==> config.mk <==
export PLATFORM = sky130hd
export DESIGN_NAME = dual_voltage_comparator_ctrl
export DESIGN_NICKNAME = d
export VERILOG_FILES = /design/src/rtl/comparator_pkg.sv /design/src/rtl/dual_voltage_comparator_ctrl.sv
export SDC_FILE = /design/constraint.sdc
export NUM_CORES = 1
export LEC_CHECK = 0
export ABC_AREA = 1
export BUFFER_PORTS_ARGS = -buffer_cell sky130_fd_sc_hd__buf_2
export CORE_MARGIN = 2
export CORE_UTILIZATION = 49
export CTS_CLUSTER_SIZE = 12
export DETAILED_ROUTE_END_ITERATION = 16
export PLACE_DENSITY = 0.82
export SLEW_MARGIN = 20
export SYNTH_ARGS = -nofsm -noshare
export SYNTH_HDL_FRONTEND = slang
export SYNTH_SLANG_ARGS = --single-unit
==> constraint.sdc <==
create_clock -name clk -period 1.76 [get_ports clk]
set_clock_uncertainty 0.1 [all_clocks]
set_input_delay 0.264 -clock clk [delete_from_list [all_inputs] [get_ports clk]]
set_output_delay 0.264 -clock clk [all_outputs]
set_load 0.005 [all_outputs]
==> src/rtl/comparator_pkg.sv <==
/*
  Constants and carrier types shared by the dual comparator control block:
  special-function-register addresses, bit positions inside the registers,
  reset values and the packed structs for the register port and the analog
  front end controls.
  Assumes an 8-bit special function register port driven by the CPU core.
*/
package comparator_pkg;

  // ---------------------------------------------------------------------
  // Register addresses on the special function register port
  // ---------------------------------------------------------------------
  localparam logic [7:0] ADDR_CTRL0 = 8'h9B; // Comparator 0 control.
  localparam logic [7:0] ADDR_CTRL1 = 8'h9A; // Comparator 1 control.
  localparam logic [7:0] ADDR_MUX0  = 8'h9F; // Comparator 0 input select.
  localparam logic [7:0] ADDR_MUX1  = 8'h9E; // Comparator 1 input select.
  localparam logic [7:0] ADDR_MODE0 = 8'h9D; // Comparator 0 response mode.
  localparam logic [7:0] ADDR_MODE1 = 8'h9C; // Comparator 1 response mode.

  // ---------------------------------------------------------------------
  // Bit positions inside the control register
  // ---------------------------------------------------------------------
  localparam int BIT_EN   = 7; // Comparator enable bit.
  localparam int BIT_OUT  = 6; // Read-only output state bit.
  localparam int BIT_RISE = 5; // Sticky rising edge flag.
  localparam int BIT_FALL = 4; // Sticky falling edge flag.
  localparam int HYP_LO   = 2; // Positive hysteresis field, low bit.
  localparam int HYN_LO   = 0; // Negative hysteresis field, low bit.

  // ---------------------------------------------------------------------
  // Field layout of the select and mode registers
  // ---------------------------------------------------------------------
  localparam int FIELD_W  = 2; // Every select, mode and hysteresis field.
  localparam int MUX_NEG  = 4; // Negative input select, low bit.
  localparam int MUX_POS  = 0; // Positive input select, low bit.
  localparam int MODE_LO  = 0; // Response mode field, low bit.

  // ---------------------------------------------------------------------
  // Reset values
  // ---------------------------------------------------------------------
  localparam logic [1:0] FIELD_RESET = 2'h0; // Select and hysteresis fields reset to zero.
  localparam logic [1:0] MODE_RESET  = 2'h2; // Response mode after reset.
  localparam logic [7:0] READ_IDLE   = 8'h00; // Unmapped or idle read.

  // Register port request from the CPU core.
  typedef struct packed {
    logic [7:0] addr;  // Register address.
    logic [7:0] wdata; // Write data.
    logic       we;    // Write strobe, one cycle.
    logic       rd;    // Read strobe, one cycle.
  } sfr_req_t;

  // Settings forwarded to one analog comparator.
  typedef struct packed {
    logic       enable;        // Comparator powered and active.
    logic [1:0] pos_hyst;      // Positive hysteresis code, 0 is off.
    logic [1:0] neg_hyst;      // Negative hysteresis code, 0 is off.
    logic [1:0] pos_sel;       // Positive input select.
    logic [1:0] neg_sel;       // Negative input select.
    logic [1:0] response_mode; // Speed versus supply current.
  } analog_ctrl_t;

endpackage : comparator_pkg

==> src/rtl/dual_voltage_comparator_ctrl.sv <==
/*
  Control and status logic for two voltage comparators: enable, input
  selection, response mode and hysteresis registers, the latched and raw
  outputs, sticky edge flags and the reset source of comparator 0.
  Assumes the analog comparators deliver their results on cmp_result and
  that the CPU core presents one register request per cycle.
*/
`timescale 1ns/1ps

module dual_voltage_comparator_ctrl (
  input  wire logic                        clk,
  input  wire logic                        rstn,
  input  wire comparator_pkg::sfr_req_t    sfr_req,
  output logic [7:0]                       sfr_rdata,
  output logic                             sfr_hit,
  input  wire logic [1:0]                  cmp_result,
  output comparator_pkg::analog_ctrl_t     analog_ctrl [2],
  output logic                             cmp0_latched_out,
  output logic                             cmp1_latched_out,
  output logic                             cmp0_raw_out,
  output logic                             cmp1_raw_out,
  output logic                             cmp0_reset_source,
  output logic [1:0]                       edge_irq
);
  import comparator_pkg::*;

  // ---------------------------------------------------------------------
  // Address tables and decode
  // ---------------------------------------------------------------------
  localparam logic [7:0] CTRL_ADDR [2] = '{ADDR_CTRL0, ADDR_CTRL1};
  localparam logic [7:0] MUX_ADDR  [2] = '{ADDR_MUX0, ADDR_MUX1};
  localparam logic [7:0] MODE_ADDR [2] = '{ADDR_MODE0, ADDR_MODE1};

  // Decode of one address against one register; shared by writes and reads.
  function automatic logic reg_hit(input logic [7:0] addr,
                                   input logic [7:0] target);
    reg_hit = (addr == target);
  endfunction : reg_hit

  logic [7:0] ctrl_view [2]; // Control register as software reads it.
  logic [7:0] mux_view  [2]; // Input select register as read.
  logic [7:0] mode_view [2]; // Response mode register as read.
  logic [1:0] latched;       // Clock-synchronised comparator outputs.
  logic [1:0] raw;           // Unclocked comparator outputs.

  // ---------------------------------------------------------------------
  // Per-comparator registers and output logic
  // ---------------------------------------------------------------------
  genvar gi;
  generate
    for (gi = 0; gi < 2; gi++) begin : g_cmp
      logic       en, next_en;            // Enable bit.
      logic [1:0] hyp, next_hyp;          // Positive hysteresis code.
      logic [1:0] hyn, next_hyn;          // Negative hysteresis code.
      logic       rise, next_rise;        // Sticky rising edge flag.
      logic       fall, next_fall;        // Sticky falling edge flag.
      logic [1:0] psel, next_psel;        // Positive input select.
      logic [1:0] nsel, next_nsel;        // Negative input select.
      logic [1:0] mode, next_mode;        // Response mode.
      logic       samp, next_samp;        // Latched output sample.
      logic       prev, next_prev;        // Previous latched sample.
      logic       wr_ctrl, wr_mux, wr_mode;

      // Write decode for this comparator's three registers.
      assign wr_ctrl = sfr_req.we && reg_hit(sfr_req.addr, CTRL_ADDR[gi]);
      assign wr_mux  = sfr_req.we && reg_hit(sfr_req.addr, MUX_ADDR[gi]);
      assign wr_mode = sfr_req.we && reg_hit(sfr_req.addr, MODE_ADDR[gi]);

      // Next-state logic. Bit 6 is never written: it only reflects state.
      always_comb begin
        next_en   = en;
        next_hyp  = hyp;
        next_hyn  = hyn;
        next_psel = psel;
        next_nsel = nsel;
        next_mode = mode;
        if (wr_ctrl) begin
          next_en  = sfr_req.wdata[BIT_EN];
          next_hyp = sfr_req.wdata[HYP_LO +: FIELD_W];
          next_hyn = sfr_req.wdata[HYN_LO +: FIELD_W];
        end
        if (wr_mux) begin
          next_psel = sfr_req.wdata[MUX_POS +: FIELD_W];
          next_nsel = sfr_req.wdata[MUX_NEG +: FIELD_W];
        end
        if (wr_mode) begin
          next_mode = sfr_req.wdata[MODE_LO +: FIELD_W];
        end
        // A disabled comparator samples low, so its pin rests low.
        next_samp = en & cmp_result[gi];
        next_prev = samp;
        // An edge in the very cycle of a clearing write still sets the
        // flag; writing one leaves the flag as it was.
        next_rise = (rise && !(wr_ctrl && !sfr_req.wdata[BIT_RISE]))
                    || (samp && !prev);
        next_fall = (fall && !(wr_ctrl && !sfr_req.wdata[BIT_FALL]))
                    || (!samp && prev);
      end

      // State registers, synchronous active-low reset.
      always_ff @(posedge clk) begin
        if (!rstn) begin
          en   <= 1'b0;
          hyp  <= FIELD_RESET;
          hyn  <= FIELD_RESET;
          rise <= 1'b0;
          fall <= 1'b0;
          psel <= FIELD_RESET;
          nsel <= FIELD_RESET;
          mode <= MODE_RESET;
          samp <= 1'b0;
          prev <= 1'b0;
        end else begin
          en   <= next_en;
          hyp  <= next_hyp;
          hyn  <= next_hyn;
          rise <= next_rise;
          fall <= next_fall;
          psel <= next_psel;
          nsel <= next_nsel;
          mode <= next_mode;
          samp <= next_samp;
          prev <= next_prev;
        end
      end

      // The raw path is pure gating so it keeps working with the clock
      // stopped; only the enable, held in a flop, is involved.
      assign raw[gi]     = en & cmp_result[gi];
      assign latched[gi] = samp;
      assign edge_irq[gi] = rise | fall;

      // Hysteresis codes pass unchanged; code zero means none.
      assign analog_ctrl[gi] = '{enable:        en,
                                 pos_hyst:      hyp,
                                 neg_hyst:      hyn,
                                 pos_sel:       psel,
                                 neg_sel:       nsel,
                                 response_mode: mode};

      // Register views for readback; unused bits read as zero.
      always_comb begin
        ctrl_view[gi]                      = READ_IDLE;
        ctrl_view[gi][BIT_EN]              = en;
        ctrl_view[gi][BIT_OUT]             = samp;
        ctrl_view[gi][BIT_RISE]            = rise;
        ctrl_view[gi][BIT_FALL]            = fall;
        ctrl_view[gi][HYP_LO +: FIELD_W]   = hyp;
        ctrl_view[gi][HYN_LO +: FIELD_W]   = hyn;
        mux_view[gi]                       = READ_IDLE;
        mux_view[gi][MUX_POS +: FIELD_W]   = psel;
        mux_view[gi][MUX_NEG +: FIELD_W]   = nsel;
        mode_view[gi]                      = READ_IDLE;
        mode_view[gi][MODE_LO +: FIELD_W]  = mode;
      end
    end
  endgenerate

  // ---------------------------------------------------------------------
  // Pin-level outputs
  // ---------------------------------------------------------------------
  assign cmp0_latched_out = latched[0];
  assign cmp1_latched_out = latched[1];
  assign cmp0_raw_out     = raw[0];
  assign cmp1_raw_out     = raw[1];
  // Comparator 0 only: a low result of an enabled comparator requests
  // reset. The reset controller decides whether this source is armed.
  assign cmp0_reset_source = analog_ctrl[0].enable & ~latched[0];

  // ---------------------------------------------------------------------
  // Read data path
  // ---------------------------------------------------------------------
  logic [7:0] next_rdata; // Read data for the next cycle.
  logic       next_hit;   // Address matched one of the six registers.

  // Read mux; an unmapped address answers zero with sfr_hit low.
  always_comb begin
    next_rdata = READ_IDLE;
    next_hit   = 1'b0;
    for (int i = 0; i < 2; i++) begin
      if (sfr_req.rd && reg_hit(sfr_req.addr, CTRL_ADDR[i])) begin
        next_rdata = ctrl_view[i];
        next_hit   = 1'b1;
      end
      if (sfr_req.rd && reg_hit(sfr_req.addr, MUX_ADDR[i])) begin
        next_rdata = mux_view[i];
        next_hit   = 1'b1;
      end
      if (sfr_req.rd && reg_hit(sfr_req.addr, MODE_ADDR[i])) begin
        next_rdata = mode_view[i];
        next_hit   = 1'b1;
      end
    end
  end

  // Read data is registered so the core sees a clean value.
  always_ff @(posedge clk) begin
    if (!rstn) begin
      sfr_rdata <= READ_IDLE;
      sfr_hit   <= 1'b0;
    end else begin
      sfr_rdata <= next_rdata;
      sfr_hit   <= next_hit;
    end
  end

endmodule : dual_voltage_comparator_ctrl

After elaboration in Yosys (flattened, before gate mapping)
Cells that the tools add are included.
W data, S select, Z words.
{"block": "word_totals", "n_memories": 0, "ram_bits": 0, "output_inout_bits": 38, "wordCells": 89, "register_bits": 39, "rom_bits": 0, "latchBits": 0, "input_bits": 22}
{"block": "op_classes", "shifts": 0, "n_bitwise": 7, "n_eq_ne": 6, "n_mux": 12, "div": 0, "magnitude_cmp": 0, "n_addsub": 0, "multipliers": 0, "n_reduce_logical": 40}
{"op": "$eq A8 B8 Y1 const B", "n": 6}
{"op": "$mux W8", "n": 4}
{"op": "$logic_and A1 B1 Y1", "n": 24}
{"op": "$logic_not A1 Y1", "n": 10}
{"op": "$mux W1", "n": 6}
{"op": "$mux W6", "n": 1}
{"op": "$logic_or A1 B1 Y1", "n": 4}
{"op": "$and A1 B1 Y1", "n": 3}
{"op": "$reduce_or A3 Y1", "n": 1}
{"op": "$mux W2", "n": 1}
{"op": "$not A1 Y1", "n": 2}
{"op": "$or A1 B1 Y1", "n": 2}
{"op": "$reduce_or A2 Y1", "n": 1}

Logic depth before layout (Yosys ltp)
Gate-level depths: netlist of run 1.
{"block": "depth", "ltp_word": 8, "depth_mapped": 10, "depth_no_buf": 9}

Worst setup path before layout of run 1
No wires, ideal clock.
{"block": "synth_path", "kind": "input-to-reg", "start": "in sfr_req[16] (netlist bit)", "end": "reg g_cmp[1].en", "path_slack_ps": 407, "required_time_ps": 1541, "path_buffers": 2, "t_arrival_ps": 1134, "cell_stages": 8, "setup_ps": 119, "path_cell_list": "inv_1 -> nand2_1 -> nor2_1 -> buf_2 -> nand3_1 -> buf_2 -> o21ai_0 -> a21oi_1"}
{"block": "synth_between", "elab_chain_cells": 2}
{"element": "start, declared", "line": "dual_voltage_comparator_ctrl.sv:13", "rtl": "input wire comparator_pkg::sfr_req_t sfr_req,"}
{"element": "$eq A8 B8 Y1", "line": "dual_voltage_comparator_ctrl.sv:37", "rtl": "reg_hit = (addr == target);"}
{"element": "$logic_and A1 B1 Y1", "line": "dual_voltage_comparator_ctrl.sv:65", "rtl": "assign wr_ctrl = sfr_req.we && reg_hit(sfr_req.addr, CTRL_ADDR[gi]);"}
{"element": "end signal, assigned", "line": "dual_voltage_comparator_ctrl.sv:114", "rtl": "en <= next_en;"}
{"element": "end, declared", "line": "dual_voltage_comparator_ctrl.sv:52", "rtl": "logic en, next_en;"}
No other way between the ends.
A chain may end at the register's enable or synchronous reset.

Worst setup path in the final report of run 1
{"block": "layout_path", "start": "reg g_cmp[0].en", "end": "out cmp0_reset_source"}
{"block": "layout_between", "elab_chain_cells": 1}
{"element": "start, declared", "line": "dual_voltage_comparator_ctrl.sv:52"}
{"element": "start signal, assigned", "line": "dual_voltage_comparator_ctrl.sv:114"}
{"element": "$and A1 B1 Y1", "line": "dual_voltage_comparator_ctrl.sv:168", "rtl": "assign cmp0_reset_source = analog_ctrl[0].enable & ~latched[0];"}
{"element": "end, declared", "line": "dual_voltage_comparator_ctrl.sv:22", "rtl": "output logic cmp0_reset_source,"}
No other way between the ends.

==> results.txt, run 1 <==
syn nets = 254
layout net count = 314
Reg2Reg Setup Slack = 750 ps
clk buf depth = 2
Clock power frac = 0.322
Synth Area in Adders = 0
Worst Hold Path EP = cmp1_latched_out
setup bufs post-CTS = 0
Switching Fraction = 0.2586
post-cts resize count = 0
register area share after synthesis = 0.4643
Gate power share = 0.063
CTS tree = yes
Placed Cells incl. Taps = 331
core area = 3311 sq um
Mapped Cells = 232
average cell area after synthesis = 7.248 sq um
final total negative setup slack = 0 ps
WP buf/inv = 2
outcome = completed
Final min period = 1427 ps
number of remaining DRC errors = 0
clock net sink count = 39
vias in the first global route = 1490
Netlist Area Pre-Place = 1682 sq um
Crit Reg-Reg Startpoint = g_cmp[0].psel[0]
total chip power = 1.439 mW
Synth Area in Compound Gates = 0.1868
cts hold-fix bufs = 0
fmax = 700.9 MHz
worst slew pin tran = 394.8 ps
critical path peak fanout = 3
internal power = 1.067 mW
CTS H-Tree Depth = 2
CP Cell Sequence = inv_1, nor2_1, buf_2
First-pass DRT Iterations = 5
vias post-DR = 1700
Synth Register Bits = 39
HPWL after detailed placement = 2944 um
dpl ws = 119.5 ps
synthesis warning total = 0
grt ovf = 0
PortBufs = 58
final setup margin = 333.3 ps
Unique masters post-synth = 19
final hold violations = 0
total CTS buffers = 5
period utilisation layout = 0.8106
drt total wl = 4011 um
Root Driver = clkbuf_4
clock latency on the worst-skew pair = 360 ps
post-DR wirelength/cell = 11.83 um
initial antenna violation count = 0
Ports = 60
Rel. slew slack = 0.7360
Leak = 1.059 nW
Max Cap Violations = 0
Rows = 21
Reg2Reg Depth = 6
Reg clk slew, reported paths = 130 ps
Initial Utilization = 0.5079
RSZ-0062 raised after global routing = false
largest family of logic cells by synthesized area = simple AND/OR/NAND/NOR gates
Crit path required time = 1400 ps
Layout Cells excl Fill = 339
sequential share of power = 0.615
first-pass GRT wire length = 6651 um
NetSw = 0.3722 mW
Hold Crit Class = input port to flip-flop
crit path capture type = output port
layout cells sized above 1 = 0.2560
slowest CP cell = dfxtp_1
hold path cells = 3
Largest delay share family, worst path = flip-flops
Synth Area in Simple Gates = 0.2217
Routability Congestion = 0.8970
CP Data Arrival Time = 1060 ps
HP Start = cmp_result[1]
Die X = 62.58 um
pwr/cell area = 694.6 nW/um^2
Avg Vias per Cell = 5.015
die area = 3916 sq um
CP Class = flip-flop to output port
multiplexer share of the synthesized area = 0
largest net degree at the start of global routing = 27
post-synthesis xor/xnor area fraction = 0
max-slew violations = 0
synthesis-to-finish area growth = 23.21%
reg2reg end = sfr_rdata[0]
ANT nets after route = 0
First DRT Iteration DRCs = 68
endpoints failing setup = 0
maximum VDD drop = 543.7 uV
Ant. Diodes = 0
total global-route track usage = 0.2171
Die Height = 62.58 um
CP Launch Type = flip-flop
Critical Path Max Stage Delay = 370 ps
-- flip-flops by register name, indices dropped and copies added, names as in the netlist --
name and count:
g_cmp.nsel 4, cmp1_latched_out 1, g_cmp.en 2, g_cmp.hyp 4
g_cmp.prev 2, g_cmp.rise 2, sfr_hit 1, g_cmp.fall 2
sfr_rdata 8, g_cmp.psel 4, g_cmp.hyn 4, g_cmp.mode 4
cmp0_latched_out 1
-- Yosys cell counts --
cell type | number | area, sq um
inv_1 | 43 | 161.4
dfxtp_1 | 39 | 780.8
nand2_1 | 28 | 105.1
nor2_1 | 28 | 105.1
o21ai_0 | 28 | 140.1
a21oi_1 | 19 | 95.09
nand3_1 | 11 | 55.05
o22ai_1 | 8 | 50.05
nand4_1 | 7 | 43.79
clkbuf_1 | 4 | 15.01
nand3_2 | 4 | 40.04
buf_2 | 3 | 15.01
buf_4 | 2 | 15.01
clkinv_1 | 2 | 7.510
o211ai_1 | 2 | 15.01
nor3_4 | 1 | 16.27
nor3b_1 | 1 | 7.510
o2111ai_1 | 1 | 8.760
o21ai_1 | 1 | 5.000
-- worst min-delay path, cell delays in order --
cell,delay [ps]
buf_2,70
nand2_1,60
nor2_1,70
-- routing by layer --
layer	routed length (um)	global-route usage	share of wire	vias to the layer above
met5	0	0	0	-
met3	365	0.06847	0.091	10
li1	-	-	-	868
met1	1709	0.2752	0.43	747
met2	1839	0.3401	0.46	75
met4	96	0.09444	0.024	0
-- worst max-delay path by stage --
stage	endpoint	depth (start not counted)	slack, ps	start
3_3_place_gp	g_cmp[0].rise	8	130	sfr_req[16]
5_1_grt	cmp0_reset_source	3	240	g_cmp[0].en
3_5_place_dp	g_cmp[0].rise	8	120	sfr_req[16]
6_report	cmp0_reset_source	3	330	g_cmp[0].en
4_1_cts	cmp0_reset_source	3	370	g_cmp[0].en
2_1_floorplan	g_cmp[1].en	8	410	sfr_req[16]
-- cell type report --
type	instances	area, sq um
Tap cell	46	57.56
Clock buffer	5	37.54
Fill cell	305	1239
Clock inverter	3	20.02
Timing Repair Buffer	62	320.3
Sequential cell	39	780.7
Multi-Input combinational cell	139	686.9
Inverter	45	168.9
-- cell usage in the layout (no fill, tap or decap), types with 4 or more instances in the layout --
| master | instances |
|---|---|
| nand2_1 | 28 |
| nand4_1 | 7 |
| o21ai_0 | 28 |
| buf_4 | 4 |
| dfxtp_1 | 39 |
| clkbuf_4 | 5 |
| buf_2 | 58 |
| nand3_2 | 4 |
| nor2_1 | 28 |
| o22ai_1 | 8 |
| a21oi_1 | 19 |
| inv_1 | 43 |
| nand3_1 | 11 |
-- logic make-up after synthesis --
group / after synthesis
AND/OR/NAND/NOR: 80
AO/OA/AOI/OAI: 59
buffers and inverters: 54
flip-flops: 39
-- metrics by stage --
step	util	area (sq um)	hold slack, ps
after floorplan	-	1682	298.9
after global placement	0.6085	2014	341.7
after detailed placement	0.6085	2014	341.9
after CTS	0.6259	2072	30.95
after global routing	0.6259	2072	19.37
final	0.6259	2072	29.96
-- power by group through the flow --
stage          Sequential (mW)  Combinational, mW  Clock, mW
4_1_cts                  0.885             0.0898      0.469
5_1_grt                  0.886              0.102      0.520
2_1_floorplan            0.905             0.0450          0
6_report                 0.885             0.0905      0.464
3_3_place_gp             0.905             0.0881          0
3_5_place_dp             0.905             0.0894          0
Note: power is estimated with default switching activity, not from simulation.
==> inputs of run 2 (changes only) <==
- clock period: 1.76 -> 1.45 ns (I/O delays scaled with it)
==> run 2 against run 1 <==
  * Combinational power increased by 33%
  * Routed wire length up 3.0%
  * Worst setup slack got worse by 310 ps
  * Sequential cell count is the same
  * Total power is 34% higher
  * Core utilization increased by 2.9 points
  * Cell count up 2.4%
  * Sequential share of layout area decreased by 1.6 points
  * Die area is the same
  * Clock power increased by 58%
  * Global-route usage grew 0.78 points
  * Clock-buffer cell count stayed put
==> results.txt, run 2 (same netlist as run 1, synthesis figures left out) <==
outcome = completed
Initial Utilization = 0.5079 (unchanged)
Routability Congestion = 0.8708 (-2.9%)
Leak = 1.114 nW (+5.2%)
number of flip-flops under the largest register name = 8 (unchanged)
RSZ-0062 raised after global routing = false
layout cells sized above 1 = 0.2791 (+0.02310)
Crit path required time = 1130 ps (-270 ps)
drt total wl = 4131 um (+3.0%)
CP Class = input port to output port
final hold violations = 0 (unchanged)
number of remaining DRC errors = 0 (unchanged)
dpl cell area = 2052 sq um (+1.9%)
total CTS buffers = 5 (unchanged)
period utilisation layout = 0.9811
register with the most flip-flops = sfr_rdata
CP Launch Type = input port
CTS H-Tree Depth = 2 (unchanged)
first-pass GRT wire length = 6879 um (+3.4%)
clk buf depth = 2 (unchanged)
total global-route track usage = 0.2248 (+0.007761)
layout net count = 322 (+2.5%)
initial antenna violation count = 0 (unchanged)
clock latency on the worst-skew pair = 350 ps (about the same)
most used cell along the critical path = buf_2
Avg Vias per Cell = 4.986 (-0.58%)
core area = 3311 sq um (unchanged)
Largest delay share family, worst path = buffers and inverters
critical path peak fanout = 2 (-1)
endpoints failing setup = 0 (unchanged)
WP buf/inv = 4 (+2)
synthesis-to-finish area growth = 28.87%
Critical Path Max Stage Delay = 530 ps (+160 ps)
Final min period = 1423 ps
Ports = 60 (unchanged)
ANT nets after route = 0 (unchanged)
Root Driver = clkbuf_4
PortBufs = 58 (unchanged)
Die Height = 62.58 um (unchanged)
largest net degree at the start of global routing = 18 (-33%)
Ant. Diodes = 0 (unchanged)
CTS tree = yes
pwr/cell area = 889.8 nW/um^2 (+28%)
CP Cell Sequence = dlygate4sd3_1, buf_2, nand2_2, inv_1, buf_2
HPWL after detailed placement = 3085 um (+4.8%)
worst slew pin tran = 264.5 ps (-130.3 ps)
CP Data Arrival Time = 1110 ps (+50 ps)
fmax = 703.0 MHz
Rows = 21 (unchanged)
Hold Crit Class = input port to flip-flop
Design Area, Final = 2167 sq um (+4.6%)
max-slew violations = 0 (unchanged)
post-DR wirelength/cell = 11.90 um (+0.62%)
vias in the first global route = 1587 (+6.5%)
First-pass DRT Iterations = 5 (unchanged)
Final Util = 0.6546 (+0.02872)
final total negative setup slack = 0 ps (unchanged)
Reg clk slew, reported paths = 120 ps (about the same)
Rel. slew slack = 0.8230 (+0.08706)
slowest CP cell = dlygate4sd3_1
Die X = 62.58 um (unchanged)
die area = 3916 sq um (unchanged)
Max Cap Violations = 0 (unchanged)
vias post-DR = 1730 (+1.8%)
maximum VDD drop = 863.0 uV (+59%)
most common cell after layout, fill and taps aside = buf_2
clock net sink count = 39 (unchanged)
First DRT Iteration DRCs = 91 (+34%)
crit path capture type = output port
Reg2Reg Setup Slack = 460 ps (-290 ps)
grt ovf = 0 (unchanged)
most frequent cells in the layout = buf_2, inv_1, dfxtp_1, nor2_1, o21ai_0
run 2: changes by cell type in the layout (fill, tap and decap cells not counted):
cell / before / now
buf_4: 4 / 10
bufinv_16: 0 / 1
clkinv_4: 0 / 1
clkinvlp_4: 2 / 0
dfxtp_1: 39 / 38
dfxtp_2: 0 / 1
dlygate4sd3_1: 0 / 2
nand2_1: 28 / 26
nand2_2: 0 / 2
run 2: worst min-delay path, cell delays in order:
cell and delay, ps:
buf_2 110, nor2_1 50, nor2_1 80
run 2: final timing paths:
| check | start | cells after the start | endpoint |
|---|---|---|---|
| max reg2reg | g_cmp[0].psel[0] | 6 | sfr_rdata[0] |
| max | cmp_result[1] | 5 | cmp1_raw_out |
| min reg2reg | g_cmp[1].prev | 1 | g_cmp[1].rise |
| min | sfr_req[7] | 3 | g_cmp[1].nsel[1] |
run 2: report_power, final:
| part | internal, mW | switching [mW] |
|---|---|---|
| clock | 0.363 | 0.371 |
| combinational | 0.0447 | 0.0756 |
| sequential | 1.07 | 0.00108 |
run 2: stage by stage:
stage          hold slack [ps]  power (mW)  setup slack, ps  cells
2_1_floorplan            252.4       1.153            143.6    232
3_3_place_gp             341.7       1.209           -11.29    336
3_5_place_dp             347.6       1.212           -31.73    336
4_1_cts                  15.71       1.940            26.17    346
5_1_grt                  27.27       2.032           0.2339    347
6_report                 18.58       1.928            27.44    347
run 2: area by class of cell:
cell class                      count  area [sq um]
Clock inverter                      3         43.79
Clock buffer                        5         37.54
Timing Repair Buffer               70         385.4
Fill cell                         310          1144
Sequential cell                    39         782.0
Inverter                           45         168.9
Multi-Input combinational cell    139         691.9
Tap cell                           46         57.56
run 2: repair_timing:
action                                  4_1_cts  5_1_grt
endpoints found under the setup margin        0        3
gates resized for setup                       0        3
hold buffers                                  2        0
buffers inserted                              0        1
hold endpoints to repair                      2        0
run 2: layer usage:
layer / track usage / share of wire
met1: 0.2716 / 0.43
met2: 0.3616 / 0.47
met3: 0.06667 / 0.078
met4: 0.1167 / 0.024
met5: 0 / 0
==> inputs of run 3 (changes only) <==
- CORE_UTILIZATION: 49 -> 25
- PLACE_DENSITY: 0.82 -> 0.55
==> run 3 against run 2 <==
  * Fmax increased by 15%
  * Sequential cell count unchanged
  * Worst setup slack improved by 190 ps
  * Hold slack improved by 46 ps
  * Clock power increased by 24%
  * Routed wire length increased by 11%
  * Global-route usage decreased by 9.3 points
  * Combinational power about the same
  * Register-to-register slack improved by 20 ps
  * Design area increased by 1.7%
  * Critical path depth decreased by 2
  * Largest cell class unchanged
==> results.txt, run 3 (same netlist as run 1, synthesis figures left out) <==
Worst Hold Path EP = cmp1_latched_out
pwr/cell area = 952.2 nW/um^2 (+7.0%)
reg2reg end = sfr_rdata[0]
Crit Reg-Reg Startpoint = g_cmp[1].psel[0]
final hold violations = 0 (unchanged)
Ports = 60 (unchanged)
Gate power share = 0.056 (-0.006)
Avg Vias per Cell = 4.427 (-11%)
clock latency on the worst-skew pair = 290 ps (-60 ps)
ANT nets after route = 0 (unchanged)
CTS tree = yes
Critical Path Max Stage Delay = 360 ps (-170 ps)
HP Start = cmp_result[1]
setup bufs post-CTS = 0 (unchanged)
CTS H-Tree Depth = 2 (unchanged)
Multi-input gate area = 686.9 sq um (-0.72%)
crit path capture type = output port
RSZ-0062 raised after global routing = false
Reg clk slew, reported paths = 80 ps (-40 ps)
layout net count = 319 (-0.93%)
NetSw = 0.4727 mW (+5.5%)
Leak = 1.113 nW (-0.14%)
Initial Utilization = 0.2618 (-0.2461)
HPWL after detailed placement = 3557 um (+15%)
fillers = 704 (+130%)
clock net sink count = 39 (unchanged)
cts hold-fix bufs = 0 (-2)
initial antenna violation count = 0 (unchanged)
Reg2Reg Setup Slack = 480 ps (+20 ps)
clk buf depth = 2 (unchanged)
grt ovf = 0 (unchanged)
drt total wl = 4601 um (+11%)
Ant. Diodes = 0 (unchanged)
Switching Fraction = 0.2253 (-0.007065)
CP Launch Type = flip-flop
vias post-DR = 1660 (-4.0%)
most common cell after layout, fill and taps aside = buf_2
PortBufs = 58 (unchanged)
layout cells sized above 1 = 0.2685 (-0.01061)
CP Class = flip-flop to output port
Crit path required time = 1130 ps (about the same)
core area = 6422 sq um (+94%)
Max Cap Violations = 0 (unchanged)
first-pass GRT wire length = 7521 um (+9.3%)
hold path cells = 3 (unchanged)
Root Driver = clkbuf_8
internal power = 1.625 mW (+9.8%)
vias in the first global route = 1596 (+0.57%)
Final min period = 1234 ps (-188.9 ps)
Rel. slew slack = 0.7725 (-0.05056)
critical path peak fanout = 3 (+1)
slowest CP cell = dfxtp_1
worst slew pin tran = 340.0 ps (+75.56 ps)
max-slew violations = 0 (unchanged)
synthesis-to-finish area growth = 31.03%
total CTS buffers = 5 (unchanged)
largest net degree at the start of global routing = 16 (-2)
Die Height = 86.02 um (+37%)
Routability Congestion = 0.8513 (-2.2%)
Reg area = 780.7 sq um (-0.16%)
Hold Crit Class = input port to flip-flop
number of flip-flops under the largest register name = 8 (unchanged)
WP buf/inv = 2 (-2)
final total negative setup slack = 0 ps (unchanged)
Final Util = 0.3431 (-0.3115)
Clock power frac = 0.433 (+0.052)
endpoints failing setup = 0 (unchanged)
sequential share of power = 0.511 (-0.046)
Rows = 29 (+38%)
total global-route track usage = 0.1314 (-0.09346)
CP Data Arrival Time = 920 ps (-190 ps)
die area = 7399 sq um (+89%)
period utilisation layout = 0.8508 (-0.1303)
First-pass DRT Iterations = 4 (-1)
maximum VDD drop = 392.3 uV (-55%)
post-DR wirelength/cell = 12.27 um (+3.1%)
First DRT Iteration DRCs = 41 (-55%)
Largest delay share family, worst path = flip-flops
Reg2Reg Depth = 4 (-2)
post-cts resize count = 0 (unchanged)
CP Depth = 3 (-2)
fmax = 810.6 MHz (+15%)
register with the most flip-flops = sfr_rdata
CP Cell Sequence = inv_1, nor2_1, buf_2
number of remaining DRC errors = 0 (unchanged)
Die X = 86.02 um (+37%)
outcome = completed
most frequent cells in the layout = buf_2, inv_1, dfxtp_1
==> run 3: through the flow <==
step	hold slack [ps]	cells	cell area (sq um)	worst slack [ps]	total power, mW
after floorplan	252.4	232	1682	143.6	1.153
after global placement	334.8	367	2091	-42.89	1.214
after detailed placement	344.8	367	2091	-54.18	1.215
after CTS	54.13	375	2203	208.0	2.130
after global routing	84.01	375	2203	33.10	2.202
final	64.95	375	2203	216.3	2.098
==> run 3: worst max path at each step <==
stage,start,end,slack (ps)
final,g_cmp[0].en,cmp0_reset_source,220
after global routing,sfr_req[16],sfr_rdata[4],30
after CTS,g_cmp[0].en,cmp0_reset_source,210
after detailed placement,sfr_req[13],sfr_rdata[2],-50
after global placement,sfr_req[13],sfr_rdata[7],-40
after floorplan,sfr_req[16],g_cmp[1].en,140
==> run 3: layout make-up <==
type | count | share of cell area
inverters | 45 | 0.07666
clock buffers | 5 | 0.03123
repair buffers | 67 | 0.1624
clock inverters | 3 | 0.01988
well taps | 77 | 0.04373
multi-input cells | 139 | 0.3118
flip-flops and latches | 39 | 0.3543
==> run 3: power groups by stage <==
stage	registers [mW]	logic, mW	clock network, mW
2_1_floorplan	1.10	0.0546	0
3_3_place_gp	1.10	0.116	0
6_report	1.07	0.117	0.908
3_5_place_dp	1.10	0.117	0
4_1_cts	1.07	0.118	0.940
5_1_grt	1.07	0.134	0.995
==> run 3: worst reg2reg max path, cell delays in order (launching register included) <==
cell and delay, ps:
dfxtp_1 330, o2111ai_1 240, nand3_1 100, nand2_1 70
inv_1 30
==> run 3: routing by layer <==
metal  vias up  share of wire  track usage
li1        879              -            -
met1       725           0.48       0.1812
met2        51           0.43       0.1966
met3         5          0.073      0.03465
met4         0          0.012      0.04762
met5         -              0            0
